[config.mk]
export PLATFORM = sky130hd
export DESIGN_NAME = pdg_guard
export DESIGN_NICKNAME = d
export VERILOG_FILES = /design/src/hw/pdg_pkg.sv /design/src/hw/pdg_thresh.sv /design/src/hw/pdg_regs.sv /design/src/hw/pdg_guard.sv
export VERILOG_INCLUDE_DIRS = /design/src /design/src/hw
export SDC_FILE = /design/constraint.sdc
export NUM_CORES = 2
export LEC_CHECK = 0
export BUFFER_PORTS_ARGS = -buffer_cell sky130_fd_sc_hd__clkbuf_2
export CELL_PAD_IN_SITES_DETAIL_PLACEMENT = 1
export CELL_PAD_IN_SITES_GLOBAL_PLACEMENT = 1
export CORE_MARGIN = 2
export CORE_UTILIZATION = 53
export CTS_CLUSTER_DIAMETER = 60
export DETAILED_ROUTE_END_ITERATION = 7
export PLACE_DENSITY_LB_ADDON = 0.12
export SLEW_MARGIN = 0
export SYNTH_ARGS = -nofsm -noshare
export SYNTH_HDL_FRONTEND = slang
export SYNTH_HIERARCHICAL = 1
export SYNTH_SLANG_ARGS = --single-unit
[constraint.sdc]
create_clock -name clk_i -period 63.7 [get_ports clk_i]
set_input_delay 6.37 -clock clk_i [delete_from_list [all_inputs] [get_ports clk_i]]
set_output_delay 6.37 -clock clk_i [all_outputs]
set_load 0.1 [all_outputs]
[src/hw/pdg_cfg.svh]
`ifndef PDG_CFG_SVH
`define PDG_CFG_SVH
// Purpose: offsets, reset values and widths of the deviation guard
// Assumes: 32-bit register port, word index addressing
// Notes:   definitions only
`define PDG_AW              4
`define PDG_DW              32
`define PDG_LVL_W           30
`define PDG_PCT_W           7
`define PDG_SPD_W           14
`define PDG_POS_W           32
`define PDG_TRQ_W           16
`define PDG_VIB_W           16
`define PDG_EVT_W           8
// register indices
`define PDG_OFS_CTRL        4'h0
`define PDG_OFS_ALM_LVL     4'h1
`define PDG_OFS_WRN_PCT     4'h2
`define PDG_OFS_SON_LVL     4'h3
`define PDG_OFS_SON_PCT     4'h4
`define PDG_OFS_SON_SPD     4'h5
`define PDG_OFS_VIB_LVL     4'h6
`define PDG_OFS_TRQ_LIM     4'h7
`define PDG_OFS_STATUS      4'h8
`define PDG_OFS_MASK        4'h9
`define PDG_OFS_DEV         4'hA
`define PDG_OFS_LIVE        4'hB
// reset values and limits
`define PDG_LVL_MIN         30'h0000_0001
`define PDG_LVL_DEF         30'h0050_0000
`define PDG_PCT_MIN         7'h0A
`define PDG_PCT_MAX         7'h64
`define PDG_PCT_DEF         7'h64
`define PDG_SPD_MAX         14'h2710
`define PDG_SPD_DEF         14'h2710
`define PDG_VIB_DEF         16'h0100
`define PDG_TRQ_DEF         16'h7FFF
// ctrl field positions
`define PDG_CTRL_SON_B      0
`define PDG_CTRL_MODE_LSB   1
`define PDG_CTRL_RST_B      3
// event bit positions
`define PDG_EV_OVF_ALM      0
`define PDG_EV_OVF_WRN      1
`define PDG_EV_SON_ALM      2
`define PDG_EV_SON_WRN      3
`define PDG_EV_SPD_ALM      4
`define PDG_EV_VIB_ALM      5
`define PDG_EV_VIB_WRN      6
`define PDG_EV_OT           7
`endif

[src/hw/pdg_pkg.sv]
// Purpose: types for the position deviation guard
// Assumes: pdg_cfg.svh widths
// Notes:   none
`include "pdg_cfg.svh"
package pdg_pkg;
    typedef enum logic [1:0] {
        PDG_MODE_POS,
        PDG_MODE_SPD,
        PDG_MODE_TRQ,
        PDG_MODE_RSV
    } pdg_mode_e;
    typedef enum logic [1:0] {
        PDG_ST_OFF,
        PDG_ST_LIMIT,
        PDG_ST_RUN,
        PDG_ST_STOP
    } pdg_state_e;
    typedef struct packed {
        logic [`PDG_LVL_W-1:0] alm;
        logic [`PDG_PCT_W-1:0] pct;
    } pdg_thr_s;
    typedef struct packed {
        logic alm;
        logic wrn;
    } pdg_cmp_s;
endpackage : pdg_pkg

[src/hw/pdg_thresh.sv]
// Purpose: magnitude compare of deviation against alarm and warning level
// Assumes: pct within 10..100, level within 1..2^30-1
// Notes:   combinational; used for normal and servo-on level pairs
`include "pdg_cfg.svh"
module pdg_thresh
    import pdg_pkg::*;
(
    // operands
    input  wire logic [`PDG_POS_W:0]   mag_i,
    input  wire pdg_thr_s              thr_i,
    // result
    output pdg_cmp_s                   cmp_o
);
    localparam int PW = `PDG_LVL_W + `PDG_PCT_W;
    wire logic [PW-1:0]          prod;
    wire logic [PW-1:0]          wrn_lvl;
    wire logic [PW-1:0]          mag_x;
    assign prod    = PW'(thr_i.alm) * PW'(thr_i.pct);
    assign wrn_lvl = prod / PW'(`PDG_PCT_MAX);
    assign mag_x   = PW'(mag_i);
    assign cmp_o.alm = mag_x > PW'(thr_i.alm);
    assign cmp_o.wrn = mag_x > wrn_lvl;
endmodule : pdg_thresh

[src/hw/pdg_regs.sv]
// Purpose: sticky event status, clear on read, and masked interrupt
// Assumes: events are one-cycle or level; set wins over read clear
// Notes:   irq registered
`include "pdg_cfg.svh"
module pdg_regs
    import pdg_pkg::*;
(
    // clock and reset
    input  wire logic                    clk_i,
    input  wire logic                    arst_n_i,
    // events and control
    input  wire logic [`PDG_EVT_W-1:0]   evt_i,
    input  wire logic                    clr_i,
    input  wire logic [`PDG_EVT_W-1:0]   mask_i,
    // state
    output logic      [`PDG_EVT_W-1:0]   status_o,
    output logic                         irq_o
);
    wire logic [`PDG_EVT_W-1:0]  status_next;
    assign status_next = (clr_i ? '0 : status_o) | evt_i;
    always_ff @(posedge clk_i or negedge arst_n_i) begin
        if (!arst_n_i) begin
            status_o <= '0;
            irq_o    <= 1'b0;
        end else begin
            status_o <= status_next;
            irq_o    <= |(status_next & mask_i);
        end
    end
endmodule : pdg_regs

[src/hw/pdg_guard.sv]
// Purpose: position deviation guard for a servo position loop
// Assumes: position words are signed reference units from same clock
// Notes:   limit switch and servo-on come from pins and are synchronised
//
// Contract
// - overflow check only in position control
// - deviation is reference minus actual position
// - alarm when deviation exceeds alarm level
// - stop motor on excessive deviation
// - alarm level 1..1073741823, default 5242880, immediate
// - warning above level times percent over 100
// - warning percent 10..100, default 100, immediate
// - servo-on alarm if deviation exceeded while off
// - limit speed after servo-on with deviation left
// - reference during limit over alarm level alarms
// - servo-on percent 10..100; servo-on level like normal
// - servo-on warning at turn-on over scaled level
// - vibration level sets vibration alarm and warning
// - limit switch forces motor stop
// - clamp torque to configured limit
`include "pdg_cfg.svh"
module pdg_guard
    import pdg_pkg::*;
(
    // clock and reset
    input  wire logic                          clk_i,
    input  wire logic                          arst_n_i,
    // register port
    input  wire logic [`PDG_AW-1:0]            reg_addr_i,
    input  wire logic [`PDG_DW-1:0]            reg_wdata_i,
    input  wire logic                          reg_wr_i,
    input  wire logic                          reg_rd_i,
    output logic      [`PDG_DW-1:0]            reg_rdata_o,
    // position loop
    input  wire logic signed [`PDG_POS_W-1:0]  ref_pos_i,
    input  wire logic                          ref_valid_i,
    input  wire logic signed [`PDG_POS_W-1:0]  act_pos_i,
    input  wire logic [`PDG_VIB_W-1:0]         vib_i,
    input  wire logic signed [`PDG_TRQ_W-1:0]  trq_ref_i,
    // pins
    input  wire logic                          servo_on_pin_i,
    input  wire logic                          limit_sw_pin_i,
    // drive outputs
    output logic                               motor_stop_o,
    output logic                               speed_limit_en_o,
    output logic      [`PDG_SPD_W-1:0]         speed_limit_o,
    output logic signed [`PDG_TRQ_W-1:0]       trq_cmd_o,
    output logic                               alarm_o,
    output logic                               warning_o,
    output logic                               irq_o
);
////////////////////////////////////////////////////////////////////////////
    // configuration registers
    logic [1:0]                  mode_reg;
    logic [`PDG_LVL_W-1:0]       alm_lvl_reg;
    logic [`PDG_PCT_W-1:0]       wrn_pct_reg;
    logic [`PDG_LVL_W-1:0]       son_lvl_reg;
    logic [`PDG_PCT_W-1:0]       son_pct_reg;
    logic [`PDG_SPD_W-1:0]       son_spd_reg;
    logic [`PDG_VIB_W-1:0]       vib_lvl_reg;
    logic [`PDG_TRQ_W-1:0]       trq_lim_reg;
    logic [`PDG_EVT_W-1:0]       mask_reg;
    logic [`PDG_DW-1:0]          rdata_reg;
    // pin synchronisers
    logic [1:0]                  son_sync_reg;
    logic [1:0]                  lim_sync_reg;
    logic                        son_d_reg;
    // guard state
    pdg_state_e                  state_reg;
    pdg_state_e                  state_next;
    logic                        off_exc_reg;
    logic signed [`PDG_POS_W:0]  dev_reg;
    logic [`PDG_EVT_W-1:0]       status;
    logic                        status_irq;
////////////////////////////////////////////////////////////////////////////
    // write decode and value clamps
    wire logic                   wr_ctrl;
    wire logic                   wr_alm;
    wire logic                   wr_wpct;
    wire logic                   wr_son;
    wire logic                   wr_spct;
    wire logic                   wr_spd;
    wire logic                   wr_vib;
    wire logic                   wr_trq;
    wire logic                   wr_mask;
    wire logic                   rd_stat;
    wire logic                   alarm_rst;
    wire logic [`PDG_LVL_W-1:0]  wr_lvl;
    wire logic [`PDG_PCT_W-1:0]  wr_pct;
    wire logic [`PDG_SPD_W-1:0]  wr_spdv;
    assign wr_ctrl = reg_wr_i && reg_addr_i == `PDG_OFS_CTRL;
    assign wr_alm  = reg_wr_i && reg_addr_i == `PDG_OFS_ALM_LVL;
    assign wr_wpct = reg_wr_i && reg_addr_i == `PDG_OFS_WRN_PCT;
    assign wr_son  = reg_wr_i && reg_addr_i == `PDG_OFS_SON_LVL;
    assign wr_spct = reg_wr_i && reg_addr_i == `PDG_OFS_SON_PCT;
    assign wr_spd  = reg_wr_i && reg_addr_i == `PDG_OFS_SON_SPD;
    assign wr_vib  = reg_wr_i && reg_addr_i == `PDG_OFS_VIB_LVL;
    assign wr_trq  = reg_wr_i && reg_addr_i == `PDG_OFS_TRQ_LIM;
    assign wr_mask = reg_wr_i && reg_addr_i == `PDG_OFS_MASK;
    assign rd_stat = reg_rd_i && reg_addr_i == `PDG_OFS_STATUS;
    assign alarm_rst = wr_ctrl && reg_wdata_i[`PDG_CTRL_RST_B];
    // percent and speed writes saturate to the nearest legal value; a level write keeps bits 29:0, with 0 becoming 1
    assign wr_lvl = (reg_wdata_i[`PDG_LVL_W-1:0] == '0) ? `PDG_LVL_MIN
                    : reg_wdata_i[`PDG_LVL_W-1:0];
    assign wr_pct = (reg_wdata_i[`PDG_DW-1:0] < 32'h0000_000A)
                    ? `PDG_PCT_MIN
                    : (reg_wdata_i[`PDG_DW-1:0] > 32'h0000_0064)
                    ? `PDG_PCT_MAX
                    : reg_wdata_i[`PDG_PCT_W-1:0];
    assign wr_spdv = (reg_wdata_i[`PDG_DW-1:0] > 32'h0000_2710)
                     ? `PDG_SPD_MAX
                     : reg_wdata_i[`PDG_SPD_W-1:0];
////////////////////////////////////////////////////////////////////////////
    // configuration writes take effect on the next cycle
    always_ff @(posedge clk_i or negedge arst_n_i) begin
        if (!arst_n_i) begin
            mode_reg    <= 2'h0;
            alm_lvl_reg <= `PDG_LVL_DEF;
            wrn_pct_reg <= `PDG_PCT_DEF;
            son_lvl_reg <= `PDG_LVL_DEF;
            son_pct_reg <= `PDG_PCT_DEF;
            son_spd_reg <= `PDG_SPD_DEF;
            vib_lvl_reg <= `PDG_VIB_DEF;
            trq_lim_reg <= `PDG_TRQ_DEF;
            mask_reg    <= '0;
        end else begin
            if (wr_ctrl)
                mode_reg <= reg_wdata_i[`PDG_CTRL_MODE_LSB+:2];
            if (wr_alm)  alm_lvl_reg <= wr_lvl;
            if (wr_wpct) wrn_pct_reg <= wr_pct;
            if (wr_son)  son_lvl_reg <= wr_lvl;
            if (wr_spct) son_pct_reg <= wr_pct;
            if (wr_spd)  son_spd_reg <= wr_spdv;
            if (wr_vib)  vib_lvl_reg <= reg_wdata_i[`PDG_VIB_W-1:0];
            if (wr_trq)  trq_lim_reg <= {1'b0, reg_wdata_i[`PDG_TRQ_W-2:0]};
            if (wr_mask) mask_reg <= reg_wdata_i[`PDG_EVT_W-1:0];
        end
    end
////////////////////////////////////////////////////////////////////////////
    // two-stage synchronisers for the pins
    always_ff @(posedge clk_i or negedge arst_n_i) begin
        if (!arst_n_i) begin
            son_sync_reg <= 2'b00;
            lim_sync_reg <= 2'b00;
            son_d_reg    <= 1'b0;
        end else begin
            son_sync_reg <= {son_sync_reg[0], servo_on_pin_i};
            lim_sync_reg <= {lim_sync_reg[0], limit_sw_pin_i};
            son_d_reg    <= son_sync_reg[1];
        end
    end
    wire logic                   servo_on;
    wire logic                   son_rise;
    wire logic                   limit_hit;
    assign servo_on  = son_sync_reg[1];
    assign son_rise  = servo_on && !son_d_reg;
    assign limit_hit = lim_sync_reg[1];
////////////////////////////////////////////////////////////////////////////
    // deviation and its magnitude
    wire logic signed [`PDG_POS_W:0] dev_now;
    wire logic [`PDG_POS_W:0]        dev_mag;
    assign dev_now = {ref_pos_i[`PDG_POS_W-1], ref_pos_i}
                   - {act_pos_i[`PDG_POS_W-1], act_pos_i};
    assign dev_mag = dev_now[`PDG_POS_W] ? -dev_now : dev_now;
    always_ff @(posedge clk_i or negedge arst_n_i) begin
        if (!arst_n_i)
            dev_reg <= '0;
        else
            dev_reg <= dev_now;
    end
    pdg_cmp_s                    cmp_norm;
    pdg_cmp_s                    cmp_son;
    pdg_thresh u_thr_norm (
        .mag_i (dev_mag),
        .thr_i ('{alm: alm_lvl_reg, pct: wrn_pct_reg}),
        .cmp_o (cmp_norm)
    );
    pdg_thresh u_thr_son (
        .mag_i (dev_mag),
        .thr_i ('{alm: son_lvl_reg, pct: son_pct_reg}),
        .cmp_o (cmp_son)
    );
////////////////////////////////////////////////////////////////////////////
    // event detection
    wire logic                   pos_mode;
    wire logic                   running;
    wire logic                   dev_left;
    wire logic [`PDG_EVT_W-1:0]  evt;
    assign pos_mode = mode_reg == 2'(PDG_MODE_POS);
    assign running  = state_reg == PDG_ST_RUN
                    || state_reg == PDG_ST_LIMIT;
    assign dev_left = dev_mag != '0;
    assign evt[`PDG_EV_OVF_ALM] = pos_mode && running
                                && cmp_norm.alm;
    assign evt[`PDG_EV_OVF_WRN] = pos_mode && running
                                && cmp_norm.wrn;
    assign evt[`PDG_EV_SON_ALM] = pos_mode && son_rise
                                && off_exc_reg;
    assign evt[`PDG_EV_SON_WRN] = pos_mode && son_rise
                                && cmp_son.wrn;
    assign evt[`PDG_EV_SPD_ALM] = pos_mode
                                && state_reg == PDG_ST_LIMIT
                                && ref_valid_i && cmp_norm.alm;
    assign evt[`PDG_EV_VIB_ALM] = running && vib_i > vib_lvl_reg;
    assign evt[`PDG_EV_VIB_WRN] = running
                                && vib_i > (vib_lvl_reg >> 1);
    assign evt[`PDG_EV_OT]      = limit_hit;
    wire logic                   stop_evt;
    assign stop_evt = evt[`PDG_EV_OVF_ALM] || evt[`PDG_EV_SON_ALM]
                    || evt[`PDG_EV_SPD_ALM] || evt[`PDG_EV_VIB_ALM];
////////////////////////////////////////////////////////////////////////////
    // servo sequencing: off, speed limited, running, stopped by alarm
    always_comb begin
        state_next = state_reg;
        unique case (state_reg)
            PDG_ST_OFF:
                if (stop_evt)
                    state_next = PDG_ST_STOP;
                else if (son_rise)
                    state_next = dev_left && pos_mode ? PDG_ST_LIMIT
                                                      : PDG_ST_RUN;
            PDG_ST_LIMIT:
                if (stop_evt)
                    state_next = PDG_ST_STOP;
                else if (!servo_on)
                    state_next = PDG_ST_OFF;
                else if (!dev_left)
                    state_next = PDG_ST_RUN;
            PDG_ST_RUN:
                if (stop_evt)
                    state_next = PDG_ST_STOP;
                else if (!servo_on)
                    state_next = PDG_ST_OFF;
            PDG_ST_STOP:
                if (alarm_rst && !servo_on)
                    state_next = PDG_ST_OFF;
        endcase
    end
    always_ff @(posedge clk_i or negedge arst_n_i) begin
        if (!arst_n_i) begin
            state_reg   <= PDG_ST_OFF;
            off_exc_reg <= 1'b0;
        end else begin
            state_reg <= state_next;
            // remembers an excess seen while the servo was off
            if (state_reg == PDG_ST_OFF && cmp_son.alm)
                off_exc_reg <= 1'b1;
            else if (state_reg != PDG_ST_OFF || alarm_rst)
                off_exc_reg <= 1'b0;
        end
    end
////////////////////////////////////////////////////////////////////////////
    // torque clamp
    wire logic signed [`PDG_TRQ_W-1:0] trq_lim;
    wire logic signed [`PDG_TRQ_W-1:0] trq_clamped;
    assign trq_lim = $signed(trq_lim_reg);
    assign trq_clamped = trq_ref_i > trq_lim ? trq_lim
                       : trq_ref_i < -trq_lim ? -trq_lim
                       : trq_ref_i;
    wire logic                   stop_now;
    assign stop_now = state_next == PDG_ST_STOP || limit_hit
                    || state_next == PDG_ST_OFF;
    always_ff @(posedge clk_i or negedge arst_n_i) begin
        if (!arst_n_i) begin
            motor_stop_o     <= 1'b1;
            speed_limit_en_o <= 1'b0;
            speed_limit_o    <= `PDG_SPD_DEF;
            trq_cmd_o        <= '0;
            alarm_o          <= 1'b0;
            warning_o        <= 1'b0;
        end else begin
            motor_stop_o     <= stop_now;
            speed_limit_en_o <= state_next == PDG_ST_LIMIT;
            speed_limit_o    <= son_spd_reg;
            trq_cmd_o        <= stop_now ? '0 : trq_clamped;
            alarm_o          <= state_next == PDG_ST_STOP;
            warning_o        <= evt[`PDG_EV_OVF_WRN] || evt[`PDG_EV_SON_WRN]
                              || evt[`PDG_EV_VIB_WRN];
        end
    end
////////////////////////////////////////////////////////////////////////////
    // status, mask, interrupt
    pdg_regs u_regs (
        .clk_i    (clk_i),
        .arst_n_i (arst_n_i),
        .evt_i    (evt),
        .clr_i    (rd_stat),
        .mask_i   (mask_reg),
        .status_o (status),
        .irq_o    (status_irq)
    );
    assign irq_o = status_irq;
    // read mux
    logic [`PDG_DW-1:0]          rd_mux;
    always_comb begin
        rd_mux = '0;
        unique case (reg_addr_i)
            `PDG_OFS_CTRL:    rd_mux = 32'({mode_reg, servo_on});
            `PDG_OFS_ALM_LVL: rd_mux = 32'(alm_lvl_reg);
            `PDG_OFS_WRN_PCT: rd_mux = 32'(wrn_pct_reg);
            `PDG_OFS_SON_LVL: rd_mux = 32'(son_lvl_reg);
            `PDG_OFS_SON_PCT: rd_mux = 32'(son_pct_reg);
            `PDG_OFS_SON_SPD: rd_mux = 32'(son_spd_reg);
            `PDG_OFS_VIB_LVL: rd_mux = 32'(vib_lvl_reg);
            `PDG_OFS_TRQ_LIM: rd_mux = 32'(trq_lim_reg);
            `PDG_OFS_STATUS:  rd_mux = 32'(status);
            `PDG_OFS_MASK:    rd_mux = 32'(mask_reg);
            `PDG_OFS_DEV:     rd_mux = dev_reg[`PDG_POS_W-1:0];
            `PDG_OFS_LIVE:    rd_mux = 32'({limit_hit, state_reg});
            default:          rd_mux = '0;
        endcase
    end
    always_ff @(posedge clk_i or negedge arst_n_i) begin
        if (!arst_n_i)
            rdata_reg <= '0;
        else
            rdata_reg <= reg_rd_i ? rd_mux : '0;
    end
    assign reg_rdata_o = rdata_reg;
endmodule : pdg_guard

# Word-level counts from Yosys, hierarchy flattened
# Cells that the tools add are included.
[op_classes] addsub=3 bitwise=2 eq_ne=16 mul=2 n_reduce_logical=46 div=2 n_mux=23 order_cmp=11
[ops] cell="32-bit case mux with 12 select lines" count=1
[ops] cell="37-bit by 7-bit divider with 37-bit output, second input constant" count=2
[ops] cell="33-bit by 37-bit > comparator with 1-bit output" count=2
[ops] cell="30-bit by 7-bit multiplier with 37-bit output" count=2
[ops] cell="33-bit by 30-bit > comparator with 1-bit output" count=2
[ops] cell="16-bit 2-to-1 mux" count=3
[ops] cell="33-bit 2-to-1 mux" count=1
[ops] cell="33-bit negator" count=1
[ops] cell="33-bit nonzero test" count=1
[ops] cell="32-bit by 32-bit subtractor with 33-bit output" count=1
[ops] cell="16-bit > comparator" count=2
[ops] cell="32-bit by 14-bit > comparator with 1-bit output, second input constant" count=1
[ops] cell="32-bit by 7-bit > comparator with 1-bit output, second input constant" count=1
[ops] cell="32-bit by 4-bit < comparator with 1-bit output, second input constant" count=1
[ops] cell="32-bit 2-to-1 mux" count=1
[ops] cell="30-bit logical NOT" count=1
[ops] cell="30-bit 2-to-1 mux" count=1
[ops] cell="1-bit logical AND" count=26
[ops] cell="2-bit 2-to-1 mux" count=9
[ops] cell="4-bit by 3-bit == test with 1-bit output, second input constant" count=4
[ops] cell="4-bit == test, second input constant" count=4
[ops] cell="16-bit by 15-bit > comparator with 1-bit output" count=1
[ops] cell="16-bit < comparator" count=1
[ops] cell="15-bit negator with 16-bit output" count=1
[ops] cell="17 further kinds" count=35
[totals] reg_bits=244 output_inout_bits=67

# Logic depth before layout (Yosys ltp)
[logic_depth] depth_word=14 depth_mapped=122 depth_no_buf=107

# Cells and area by module
# The synthesis kept the hierarchy.
[modules_own_cells] mod="pdg_thresh (u_thr_norm)" seq_area_each_um2=0.0 area_each_um2=15685.0 cells_each=2118 n_inst=1
[modules_own_cells] mod="pdg_thresh (u_thr_son)" seq_area_each_um2=0.0 area_each_um2=15319.7 cells_each=2026 n_inst=1
[modules_own_cells] mod="pdg_guard" seq_area_each_um2=5926.9 area_each_um2=14859.3 cells_each=1562 n_inst=1
[modules_own_cells] mod="pdg_regs" seq_area_each_um2=225.2 area_each_um2=341.6 cells_each=23 n_inst=1

# Worst setup path after synthesis
# No wires, ideal clock.
[synth_timing] kind="register -> register" start="register wrn_pct_reg[6]" end="register u_regs.irq_o" slack_ps=38089 arrival_ps=25472 n_path_buf=9 stages_incl_launch_ff=114 setup_time_ps=139 path_cell_list="dfstp_2 clkbuf_1 nand2_1 fa_1 fa_1 inv_1 fa_1 inv_1 fa_1 inv_1 ha_1 a21oi_1 nand2_1 o211a_1 or3_4 a221oi_4 xor2_4 a311oi_1 [... 78 more ...] nor2b_1 o21a_1 o21ai_0 nand2b_1 a21oi_1 o21ai_0 a221oi_1 o21ai_0 a221oi_1 nor3_1 o21ai_0 nand2b_1 a2111oi_0 a31oi_1 and3_1 a21o_2 a22o_1 or4_1"
[synth_lines] item="from (decl)" line_no="pdg_guard.sv:56" source="logic [`PDG_PCT_W-1:0] wrn_pct_reg;"
[synth_lines] item="from (signal assigned)" line_no="pdg_guard.sv:119" source="wrn_pct_reg <= `PDG_PCT_DEF;"
[synth_lines] item="from (signal assigned)" line_no="pdg_guard.sv:130" source="if (wr_wpct) wrn_pct_reg <= wr_pct;"
[synth_lines] item="to (signal assigned)" line_no="pdg_regs.sv:27" source="irq_o <= |(status_next & mask_i);"
[synth_lines] item="to (decl)" line_no="pdg_regs.sv:17" source="output logic irq_o"

==> summary.txt <==
First-pass GRT wire length: 278.9 mm
Post-synthesis mux area share: 0.03853
Initial antenna violation count: 13
Period minus WS final: 33.84 ns
Vias in the first global route: 49.32k
Fin crit share: 0.5313
Max Fclk: 29.55 MHz
Routed vias/inst: 6.845
Drt drc: 13
Number of hold buffers added after CTS: 0
Filler cells: 10.75k
Kind of critical path: flop to flop
Status: complete, but fails checks
Yosys reg bits: 244
# IOs: 206
Critical Path RT: 64.13 ns
Root Driver: clkbuf_16
Hold-critical path depth: 0
Cell Rows: 108
Worst hold endpoint: lim_sync_reg[1]
Sequential-to-total area share from yosys stat: 0.1331
Yosys cell types: 163
Max_cap viols: 0
Max H-tree Level: 1
Die H: 299.3 µm
Max-slew violation count: 0
RSZ-0062 raised after global routing: no
Maximum clock insertion buffer count: 3
Crit. End Element: flop
Nets: 6520
Reg-to-Reg End: u_regs/irq_o
Main combinational cell family by area after synthesis: compound AO/OA/AOI/OAI gates
Final setup fails: 0
Layout cell share with drive strength beyond 1: 0.1211
Area of the mapped netlist: 46210 µm²
Core ar.: 86620 µm²
Hold WC Path Type: flop to flop
Post-DR wirelength/cell: 25.75 µm
Clk_lat worst skew: 0.57 ns
CTS resizes: 0
Commonest cells after routing, fill and taps aside: 475 x nand2_1, 437 x inv_1, 376 x nor2_1
Slowest stage cell on the critical path: dfrtp_1
Ranking of synthesized cells by area: fa_1 12%, dfrtp_1 11%, ha_1 9.0%
R2r worst-path depth: 104
Failing checks: design-rule violations
Clk slew on worst S/H paths: 0.07 ns
Worst-path maximum fanout: 32
Synthesized Nets: 6479
Delay of the slowest cell on the worst path: 1.27 ns
CTS sink count: 244
Drt total wl: 179.1 mm
Post-synthesis adder-cell area fraction: 0.2139
Post-synth EDFFs: 0
Initial Util: 0.5334
GR Overflow Total: 0
DP Wirelength: 139.9 mm
Yosys warns: 6
CTS tree: built
Synth Area per Inst: 8.065 µm²
CTS Buf Count: 27
GRT Total Usage: 0.3876
Via count: 47.60k
Gpl congestion: 0.9781
Post-route clock skew: 0.01854 ns
Post-route ant nets: 0
Synth area leader: fa_1
Share of the synthesized area in the top cell type: 0.1209
R2r setup slk: 29.86 ns
Layout area overhead: 5.865%
DIE AREA: 89560 µm²
Ys flop type: dfrtp_1
Worst Setup Start Kind: flop
Final core utilization: 0.5647
Worst hold start: lim_sync_reg[0]
Synth Area in Compound Gates: 0.2786
Width of the die: 299.3 µm
# port buffers: 205
Commonest non-fill, non-tap cell in the layout: nand2_1
Mapped Cells: 5729
Router iterations before antenna repair: 8
Final Hold Vio Count: 0
R2r startpoint: wrn_pct_reg[1]
Tightest Pin Transition: 1.383 ns
Setup repair bufs after CTS: 0
Synthesized-area fraction occupied by and/or/nand/nor cells: 0.2276
Sum Neg Setup Slack: 0 ns
Asr flop ratio synth: 1.000
CP arrival: 34.27 ns
Worst relative slew slack: 0.07771
DRT iter0 DRCs: 4374
Maximum number of pins on one net before global-route repair: 129
Post-synthesis xor/xnor area fraction: 0.04514
## cell usage after synthesis, types with 22 or more instances
library cell,count
mux2_2,113
a221oi_1,24
nand2b_1,55
o2111ai_1,22
o211a_1,24
a21o_1,123
nand4_1,88
nor4_1,49
inv_1,437
and3_1,59
dfstp_2,37
or2_2,22
o21a_1,91
a21oi_1,340
o31ai_1,32
and2_1,365
a211o_1,22
o21ai_0,217
clkbuf_1,146
mux2i_1,39
nor2b_1,44
dfrtp_1,207
nand2_1,475
buf_2,56
nor3_1,168
and4_1,22
a22o_1,34
a22oi_1,49
o211ai_1,70
o22ai_1,30
a211oi_1,73
xor2_1,73
nand3_1,142
o21ai_1,70
nor2_1,377
ha_1,332
xnor2_1,144
a31oi_1,95
or3_1,47
buf_4,26
fa_1,279
## cell families after synthesis
| group | after synthesis |
|---|---|
| simple gates | 2025 |
| compound gates | 1744 |
| buf+inv | 703 |
| fa+ha+maj | 625 |
| flops | 244 |
| xor+xnor | 227 |
| mux | 161 |
## final cells by class
| class | count | area, µm² | area share |
|---|---|---|---|
| flip-flops and latches | 244 | 6152 | 0.1258 |
| well taps | 1155 | 1445 | 0.02954 |
| clock inverters | 10 | 95.09 | 0.001944 |
| repair buffers | 263 | 1471 | 0.03008 |
| clock buffers | 39 | 770.7 | 0.01576 |
| diodes | 9 | 22.52 | 0.0004604 |
| multi-input cells | 4782 | 37260 | 0.7618 |
| inverters | 452 | 1697 | 0.03468 |
## worst max-delay path by stage
stage | start | to | cells past startpoint
after floorplan | wrn_pct_reg[6] | u_regs/irq_o | 113
after global placement | wrn_pct_reg[4] | u_regs/irq_o | 104
after detailed placement | wrn_pct_reg[4] | u_regs/irq_o | 103
after CTS | wrn_pct_reg[4] | u_regs/irq_o | 103
after global routing | wrn_pct_reg[1] | u_regs/irq_o | 103
final | wrn_pct_reg[1] | u_regs/irq_o | 104
## metrics by stage
step	worst slack (ns)	instance area, µm²	cells	hold WS [ns]
after floorplan	38.09	46210	5729	0.3312
after global placement	31.33	48030	6896	0.3379
after detailed placement	30.71	48030	6896	0.3371
after CTS	30.56	48890	6945	0.3506
after global routing	27.55	48900	6949	0.3560
final	29.86	48920	6954	0.3502
## worst max-delay path: cells and delay by family, from the launching register on
family                     cells  cell delay (ns)
and+or+nand+nor               25             6.41
AOI/OAI and AO/OA             58            17.76
DFF                            1             1.27
xor gates and xnor gates       6             2.98
buffers and inverters          5             0.52
muxes                          4             1.96
adders and majority gates      6             2.76
## routing by layer
metal  up-vias  routed length (µm)  track usage
li1      21070                   -            -
met1     23753               70720       0.4696
met2      2069               83890       0.6465
met3       684               13700      0.08154
met4        22               10510       0.2045
met5         -                 266     0.008466
Power is not shown: default switching activity piles up to over one toggle a cycle in this logic, so the estimate is an artifact.
